## src/logic/pdl_pkg.sv

```systemverilog
// What this block does
// - One quad 3 diagnostic register reports the selected lane
// - Two-bit select picks lane zero to three
// - Pattern mismatch captures the expected byte
// - Pattern mismatch captures the received byte
// - Error count saturates at 255, clears disabled
// - Clearing pattern enable clears the count while PRBS enable is off
// - Clearing PRBS enable clears the count while pattern enable is off
// - Source flag: 0 pattern, 1 PRBS
// - Per-port saturating receiver error byte counters
// - Any byte write clears that port counter
// - First Configuration-to-L0 loads negotiated width
// - Inactive port target width stays zero
// - Port zero five-bit sticky writable target
// - Upconfigure capability flag follows partner training
// - Retrain with changed width renegotiates width
package pdl_pkg;

   // Register access port geometry.
   localparam int ADDR_W = 12;
   localparam int DATA_W = 32;
   localparam int NPORT  = 4;
   localparam int NLANE  = 4;

   // Register offsets.
   localparam logic [ADDR_W-1:0] OFF_QUAD3_DIAG = 12'h244;
   localparam logic [ADDR_W-1:0] OFF_RX_ERR     = 12'h248;
   localparam logic [ADDR_W-1:0] OFF_LINK_WIDTH = 12'h24C;

   // Quad diagnostic field layout.
   localparam int DIAG_EXP_LSB = 0;
   localparam int DIAG_ACT_LSB = 8;
   localparam int DIAG_CNT_LSB = 16;
   localparam int DIAG_SEL_LSB = 24;
   localparam int DIAG_SRC_BIT = 30;
   localparam int SEL_W        = 2;
   localparam int CNT_W        = 8;

   // Link width register layout, one byte per port.
   localparam int TGT_W        = 5;
   localparam int CAP_BIT_OFS  = 7;
   localparam int NEG_W        = 6;
   localparam logic [TGT_W-1:0] TGT_MASK [NPORT] = '{5'h1F, 5'h0F, 5'h07, 5'h07};

   // Reset values.
   localparam logic [SEL_W-1:0]  RST_SEL  = 2'h0;
   localparam logic [7:0]        RST_BYTE = 8'h00;
   localparam logic [TGT_W-1:0]  RST_TGT  = 5'h00;

   // One register access request.
   typedef struct packed {
      logic              wr;
      logic              rd;
      logic [ADDR_W-1:0] addr;
      logic [DATA_W-1:0] wdata;
      logic [3:0]        be;
   } pdl_req_type;

   // Checker results of one lane.
   typedef struct packed {
      logic       utp_err;
      logic       prbs_err;
      logic [7:0] exp_byte;
      logic [7:0] act_byte;
   } pdl_lane_type;

   // Training and error status of one port.
   typedef struct packed {
      logic             active;
      logic             cfg_to_l0;
      logic [NEG_W-1:0] neg_width;
      logic             cap_valid;
      logic             cap_seen;
      logic             retrain_req;
      logic             rx_err;
   } pdl_port_type;

endpackage

```

## src/logic/pdl_sat_count.sv

```systemverilog
`timescale 1ns/1ps
module pdl_sat_count #(
   parameter int W = 8
) (
   // Clock and reset.
   input  wire logic         clk,
   input  wire logic         rst,
   // Control.
   input  wire logic         inc,
   input  wire logic         clr,
   // Count.
   output logic [W-1:0]      count
);

   typedef struct packed {
      logic [W-1:0] count;
   } pdl_cnt_state_type;

   pdl_cnt_state_type st_r;
   pdl_cnt_state_type st_nxt;

   // An event in the clearing cycle still counts, so the clear yields one, not zero.
   always_comb begin
      st_nxt = st_r;
      if (clr) begin
         st_nxt.count = inc ? W'(1) : '0;
      end else if (inc && (st_r.count != {W{1'b1}})) begin
         st_nxt.count = st_r.count + W'(1);
      end
   end

   // State register.
   always_ff @(posedge clk) begin
      if (rst) begin
         st_r <= '0;
      end else begin
         st_r <= st_nxt;
      end
   end

   assign count = st_r.count;

endmodule // pdl_sat_count

```

## src/logic/pdl_regs.sv

```systemverilog
`timescale 1ns/1ps
module pdl_regs (
   // Clock and reset.
   input  wire logic                         clk,
   input  wire logic                         rst,
   // Register access.
   input  wire pdl_pkg::pdl_req_type         req,
   output logic [pdl_pkg::DATA_W-1:0]        rdata,
   output logic                              rvalid,
   // Quad 3 lane checkers and their enables.
   input  wire pdl_pkg::pdl_lane_type        lane [pdl_pkg::NLANE],
   input  wire logic                         utp_enable,
   input  wire logic                         prbs_enable,
   // Port training status.
   input  wire pdl_pkg::pdl_port_type        port [pdl_pkg::NPORT],
   // Width renegotiation request to the training logic.
   output logic [pdl_pkg::NPORT-1:0]         renegotiate
);

   typedef struct packed {
      logic [pdl_pkg::SEL_W-1:0]                      sel;
      logic [7:0]                                     exp_byte;
      logic [7:0]                                     act_byte;
      logic                                           src_prbs;
      logic [pdl_pkg::NPORT-1:0][pdl_pkg::TGT_W-1:0]  tgt;
      logic [pdl_pkg::NPORT-1:0]                      loaded;
      logic [pdl_pkg::NPORT-1:0]                      cap;
      logic [pdl_pkg::NPORT-1:0]                      reneg;
      logic [pdl_pkg::DATA_W-1:0]                     rdata;
      logic                                           rvalid;
   } pdl_state_type;

   pdl_state_type st_r;
   pdl_state_type st_nxt;

   logic [pdl_pkg::CNT_W-1:0]              diag_cnt;
   logic [pdl_pkg::NPORT-1:0][7:0]         rx_cnt;
   logic [pdl_pkg::NPORT-1:0]              rx_clr;
   logic                                   diag_inc;
   logic                                   diag_clr;
   logic                                   hit_diag;
   logic                                   hit_rx;
   logic                                   hit_width;
   pdl_pkg::pdl_lane_type                  sel_lane;

   // Address decode; an unmapped offset reads zero and drops writes.
   assign hit_diag  = (req.addr == pdl_pkg::OFF_QUAD3_DIAG);
   assign hit_rx    = (req.addr == pdl_pkg::OFF_RX_ERR);
   assign hit_width = (req.addr == pdl_pkg::OFF_LINK_WIDTH);

   // Only the lane named by the select field feeds the checker fields.
   assign sel_lane = lane[st_r.sel];

   // The count follows the PRBS checker when it runs, else the pattern checker; turning both off clears it.
   assign diag_clr = !(utp_enable || prbs_enable);
   assign diag_inc = prbs_enable ? sel_lane.prbs_err : (utp_enable && sel_lane.utp_err);

   // Pattern or PRBS error counter of the selected lane.
   pdl_sat_count #(
      .W (pdl_pkg::CNT_W)
   ) u_diag_cnt (
      .clk   (clk),
      .rst   (rst),
      .inc   (diag_inc),
      .clr   (diag_clr),
      .count (diag_cnt)
   );

   // One receiver error counter per port, cleared by a write to its byte.
   for (genvar p = 0; p < pdl_pkg::NPORT; p++) begin : g_rx
      assign rx_clr[p] = req.wr && hit_rx && req.be[p];
      pdl_sat_count #(
         .W (8)
      ) u_rx_cnt (
         .clk   (clk),
         .rst   (rst),
         .inc   (port[p].rx_err),
         .clr   (rx_clr[p]),
         .count (rx_cnt[p])
      );
   end

   // Next state: captures, width fields, retrain check and read data.
   always_comb begin
      st_nxt        = st_r;
      st_nxt.reneg  = '0;
      st_nxt.rvalid = req.rd;

      // Lane select write; bits above it in that byte are reserved, except the read-only source flag at bit 30.
      if (req.wr && hit_diag && req.be[3]) begin
         st_nxt.sel = req.wdata[pdl_pkg::DIAG_SEL_LSB +: pdl_pkg::SEL_W];
      end

      // Capture the byte pair of the selected lane on each pattern mismatch while PRBS is off.
      if (utp_enable && !prbs_enable && sel_lane.utp_err) begin
         st_nxt.exp_byte = sel_lane.exp_byte;
         st_nxt.act_byte = sel_lane.act_byte;
      end

      // Source flag tracks the checker feeding the count.
      st_nxt.src_prbs = prbs_enable;

      for (int p = 0; p < pdl_pkg::NPORT; p++) begin
         // Software writes the target of an active port, masked by that port's TGT_MASK.
         if (req.wr && hit_width && req.be[p]) begin
            st_nxt.tgt[p] = req.wdata[p*8 +: pdl_pkg::TGT_W] & pdl_pkg::TGT_MASK[p];
         end
         // The first entry to L0 wins over a write in the same cycle.
         if (port[p].cfg_to_l0 && !st_r.loaded[p]) begin
            st_nxt.tgt[p]    = pdl_pkg::TGT_W'(port[p].neg_width) & pdl_pkg::TGT_MASK[p];
            st_nxt.loaded[p] = 1'b1;
         end
         // An inactive port holds zero and forgets its first load.
         if (!port[p].active) begin
            st_nxt.tgt[p]    = pdl_pkg::RST_TGT;
            st_nxt.loaded[p] = 1'b0;
         end
         // Capability follows what the partner showed in the last training.
         if (port[p].cap_valid) begin
            st_nxt.cap[p] = port[p].cap_seen;
         end
         // A retrain to a different width sends the link back through Configuration.
         if (port[p].retrain_req && port[p].active &&
             (pdl_pkg::NEG_W'(st_r.tgt[p]) != port[p].neg_width)) begin
            st_nxt.reneg[p] = 1'b1;
         end
      end

      // Read mux; every bit not listed reads zero.
      st_nxt.rdata = '0;
      if (req.rd) begin
         if (hit_diag) begin
            st_nxt.rdata[pdl_pkg::DIAG_EXP_LSB +: 8] = st_r.exp_byte;
            st_nxt.rdata[pdl_pkg::DIAG_ACT_LSB +: 8] = st_r.act_byte;
            st_nxt.rdata[pdl_pkg::DIAG_CNT_LSB +: pdl_pkg::CNT_W] = diag_cnt;
            st_nxt.rdata[pdl_pkg::DIAG_SEL_LSB +: pdl_pkg::SEL_W] = st_r.sel;
            st_nxt.rdata[pdl_pkg::DIAG_SRC_BIT] = st_r.src_prbs;
         end else if (hit_rx) begin
            st_nxt.rdata = rx_cnt;
         end else if (hit_width) begin
            for (int p = 0; p < pdl_pkg::NPORT; p++) begin
               st_nxt.rdata[p*8 +: pdl_pkg::TGT_W] = st_r.tgt[p];
               st_nxt.rdata[p*8 + pdl_pkg::CAP_BIT_OFS] = st_r.cap[p];
            end
         end
      end
   end

   // State register; every field resets with rst; all but rdata, rvalid, reneg and src_prbs hold their value, the target fields included.
   always_ff @(posedge clk) begin
      if (rst) begin
         st_r <= '0;
      end else begin
         st_r <= st_nxt;
      end
   end

   // Outputs straight from the state register.
   assign rdata       = st_r.rdata;
   assign rvalid      = st_r.rvalid;
   assign renegotiate = st_r.reneg;

endmodule // pdl_regs

```

## config.mk

```make
export PLATFORM = sky130hd
export DESIGN_NAME = pdl_regs
export DESIGN_NICKNAME = d
export VERILOG_FILES = /design/src/logic/pdl_pkg.sv /design/src/logic/pdl_sat_count.sv /design/src/logic/pdl_regs.sv
export SDC_FILE = /design/constraint.sdc
export NUM_CORES = 1
export LEC_CHECK = 0
export ABC_AREA = 1
export BUFFER_PORTS_ARGS = -buffer_cell sky130_fd_sc_hd__buf_2
export CAP_MARGIN = 20
export CORE_UTILIZATION = 46
export CTS_CLUSTER_SIZE = 40
export DETAILED_ROUTE_END_ITERATION = 16
export PLACE_DENSITY = 0.77
export SYNTH_ARGS = -nofsm -noshare
export SYNTH_HDL_FRONTEND = slang
export SYNTH_SLANG_ARGS = --single-unit
export TNS_END_PERCENT = 50
```

## constraint.sdc

```tcl
create_clock -name clk -period 1.38 [get_ports clk]
set_input_delay 0 -clock clk [delete_from_list [all_inputs] [get_ports clk]]
set_output_delay 0 -clock clk [all_outputs]
set_load 0.1 [all_outputs]
```

==> impl_summary.log <==
INFO  metric dp_worst_setup_slack = -0.151 ns
INFO  metric dieHeight = 120 um
INFO  metric fin_cells = 1418
INFO  metric drt.antenna.violating_nets = 0
INFO  metric report.final.hold_viol_count = 0
INFO  metric drtPass1Iterations = 5
INFO  metric totalPowerFinal = 9.64 mW
INFO  metric cp_common_cell = sky130_fd_sc_hd__nand2_4
INFO  metric synth.cell_area = 0.00643 mm2
INFO  metric timing.hold.worst.class = input port to register
INFO  metric drt_iter0_drcs = 634
INFO  metric cts_buffer_depth = 2
INFO  metric clock-skew-final = 0.00816 ns
INFO  metric routedLengthMet1 = 8570 um
INFO  metric design.core.area = 0.0135 mm2
INFO  metric via_count_of_the_first_global_routing_pass = 7009
INFO  metric synth_top_cells_by_area = sky130_fd_sc_hd__dfxtp_1 (37%), sky130_fd_sc_hd__nand2_1 (12%), sky130_fd_sc_hd__nor2_1 (6.9%), sky130_fd_sc_hd__a21oi_1 (6.6%), sky130_fd_sc_hd__nand3_1 (6.2%)
INFO  metric final_period_minus_worst_setup_slack = 1.40 ns
INFO  metric path_clk_slew = 0.05 ns
INFO  metric timing.critical_path.required = 1.68 ns
INFO  metric tritoncts_num_sinks = 119
INFO  metric clk-insertion-delay-late = 0.42 ns
INFO  metric die_x = 120 um
INFO  metric boundaryPins = 211
INFO  metric routed-via-count = 7418
INFO  metric synth_adder_area_share = 0.973%
INFO  metric post-synth-top-area-cell = sky130_fd_sc_hd__dfxtp_1
INFO  metric critical-path-top-delay-family = simple AND/OR/NAND/NOR gates
INFO  metric wire_per_inst = 14.9 um
INFO  metric insertedDiodeCount = 0
INFO  metric remaining_drc_errors = 0
INFO  metric synth_largest_type_area_fraction = 37.0%
INFO  metric detail_route.vias_per_cell = 5.23
INFO  metric worstPathMaxFanout = 4
INFO  metric route.top_layer_used = met4
INFO  metric number_of_placed_instances_with_taps_included = 1323
INFO  metric violations_in_the_final_reports = negative setup slack
INFO  metric critical_path_buf_inv_count = 1
INFO  metric std_cell_rows = 42
INFO  metric finalHoldWorstSlack = 0.00302 ns
INFO  metric run_status = finished, violations left
INFO  metric grt_pass1_wl = 32800 um
INFO  metric ctsHtreeMaxLevel = 4
INFO  metric gp_congestion = 0.921
INFO  metric start_kind = register
INFO  metric route.final.wire_length = 21100 um
INFO  metric compound_cell_area_share_of_the_yosys_netlist = 13.7%
INFO  metric area_growth = 45.9%
INFO  metric cp_slowest_stage_delay = 0.35 ns
INFO  metric number_of_fill_cells = 1091
INFO  metric yosys-mux-area-fraction = 1.93%
INFO  metric numPortBuffers = 193
INFO  metric tritoncts_clock_tree = built
INFO  metric criticalPathCategory = register to register
INFO  metric ys_types = 35
INFO  metric met2RoutedLength = 10300 um
INFO  metric postLayoutSetupSlackWorst = -0.0152 ns
INFO  metric post_synth.cell_area_avg = 6.76 um2
INFO  metric synth.yosys.warnings = 0
INFO  metric utilization = 69.8%
INFO  metric powerDensity = 1030 mW/mm2
INFO  metric cp_data_arrival_time = 1.70 ns
INFO  metric final_cell_area = 0.00939 mm2
INFO  metric postPlaceCellArea = 0.00779 mm2
INFO  metric report.final.setup_viol = 1
INFO  metric synth_top_family_by_area = simple AND/OR/NAND/NOR gates
INFO  metric layout-drive-gt1-share = 31.2%
INFO  metric syn-instance-count = 952
INFO  metric dr_wl_met3 = 1440 um
INFO  metric design.die.area = 0.0145 mm2
INFO  metric cts_buffers = 17
INFO  metric setup_repair_after_global_routing_missed_its_margin = yes
INFO  metric final_worst_path_period_share = 101%
INFO  metric globalRouteOverflowTotal = 0
INFO  metric syn-num-nets = 1131
INFO  metric synth-seq-cells = 119
INFO  metric antenna_violations_before_repair = 0
INFO  metric yosys.area_share.simple = 31.4%
INFO  metric cts_root_buf = sky130_fd_sc_hd__clkbuf_16
INFO  metric relSlewSlack = 65.1%
INFO  metric leakage = 4.47 nW
INFO  metric max_cap_viol_count = 0
INFO  metric totalNegativeSetupSlack = -0.0152 ns
INFO  metric critical_path.cell_chain = ha_4 > nand2_4 > nor2_4 > nand2_4 > o21ai_4 > buf_4 > nand3b_1 > nand2_1 > a21oi_1
INFO  metric dp_hpwl = 14200 um
INFO  metric global_route_usage_sum = 29.1%
INFO  metric timing.critical_path.to_type = register
INFO  metric nets = 1409
INFO  metric actual_slew_at_the_worst_max_slew_pin = 0.521 ns
INFO  metric timing.fmax = 717 MHz
INFO  metric ir_worst_vdd = 0.954 mV
INFO  metric synth-xor-area-share = 2.31%
INFO  metric worst_path_max_delay_cell = sky130_fd_sc_hd__dfxtp_2
INFO  metric pin_count_of_the_biggest_net_entering_global_routing = 34
INFO  metric effective_utilization_at_floorplan = 47.8%
INFO  metric final-max-slew-violation-count = 0
INFO  metric seq_area_frac_synth = 37.0%
kinds of logic after synthesis:
group                      Yosys count
and+or+nand+nor                    458
buffers and inverters              170
adders and majority gates            5
DFF                                119
AOI/OAI and AO/OA                  172
xor gates and xnor gates            17
muxes                               11
final timing paths:
| kind | startpoint | to | slack (ns) | cells past startpoint |
|---|---|---|---|---|
| max | g_rx[3].u_rx_cnt.count[0] | g_rx[3].u_rx_cnt.count[0] | -0.02 | 9 |
| min | lane[44] | st_r[74] | 0.003 | 5 |
| min reg2reg | st_r[65] | rdata[30] | 0.45 | 2 |
| max reg2reg | g_rx[3].u_rx_cnt.count[0] | g_rx[3].u_rx_cnt.count[0] | -0.02 | 9 |
per-layer routing:
metal  vias to the layer above  GRT usage (%)
met4                         0           13.2
met3                        59           6.75
met5                         -              0
li1                       3624              -
met1                      3388           35.1
met2                       347           49.1
cells in the mapped netlist (all sizes together):
library cell / instances
o21ai: 82
mux2: 11
nand4: 22
dfxtp: 119
nor3b: 2
inv: 103
xnor2: 12
buf: 49
clkinv: 1
a21boi: 1
clkbuf: 17
xor2: 5
nand3: 83
nor2: 122
nand3b: 6
ha: 5
nor3: 13
o21bai: 2
a21oi: 87
nand2: 210
repair_timing:
item                                   CTS  global route
setup buffers                            3             0
pin swaps                               11            27
endpoints found under the hold margin   42             0
setup endpoints to repair               36            54
cloned                                   3             0
hold buffers                            59             0
gates resized for setup                 22            70
cells in the final DEF (no fill, tap or decap), types with 5 or more instances in the layout:
master,instances
sky130_fd_sc_hd__a21oi_1,83
sky130_fd_sc_hd__buf_12,5
sky130_fd_sc_hd__buf_2,193
sky130_fd_sc_hd__buf_4,60
sky130_fd_sc_hd__buf_6,5
sky130_fd_sc_hd__bufinv_16,5
sky130_fd_sc_hd__clkbuf_16,17
sky130_fd_sc_hd__clkbuf_8,5
sky130_fd_sc_hd__dfxtp_1,107
sky130_fd_sc_hd__dfxtp_2,10
sky130_fd_sc_hd__dlygate4sd3_1,59
sky130_fd_sc_hd__inv_1,96
sky130_fd_sc_hd__mux2_2,11
sky130_fd_sc_hd__nand2_1,192
sky130_fd_sc_hd__nand2_2,9
sky130_fd_sc_hd__nand2_4,10
sky130_fd_sc_hd__nand3_1,73
sky130_fd_sc_hd__nand3_2,8
sky130_fd_sc_hd__nand3b_1,6
sky130_fd_sc_hd__nand4_1,20
sky130_fd_sc_hd__nor2_1,105
sky130_fd_sc_hd__nor2_2,10
sky130_fd_sc_hd__nor2_4,7
sky130_fd_sc_hd__nor3_1,11
sky130_fd_sc_hd__o21ai_0,70
sky130_fd_sc_hd__o21ai_1,11
sky130_fd_sc_hd__xnor2_1,11
sky130_fd_sc_hd__xor2_1,5
flip-flops by register name, indices dropped and copies added, names as in the netlist:
| name | cells |
|---|---|
| rvalid | 1 |
| u_diag_cnt.count | 8 |
| renegotiate | 4 |
| g_rx.u_rx_cnt.count | 32 |
| st_r | 42 |
| rdata | 32 |
power by group:
part           internal (mW)  switching (mW)  leakage, nW
clock                   3.43            1.53        0.327
combinational          0.538           0.562         3.17
sequential              3.52          0.0572        0.972
tightest hold or removal path, delay by kind of cell:
family	cells	cell delay, ns
compound gates	4	0.31
buf+inv	1	0.07
cell type report:
class / count / area (um2) / share of cell area [%]
multi-input cells: 665 / 3530 / 37.6
well taps: 176 / 220 / 2.35
inverters: 104 / 402 / 4.28
repair buffers: 323 / 2170 / 23.1
clock buffers: 24 / 502 / 5.34
flip-flops and latches: 119 / 2400 / 25.6
clock inverters: 7 / 164 / 1.75
No activity file was read; power rests on OpenSTA's default activity.
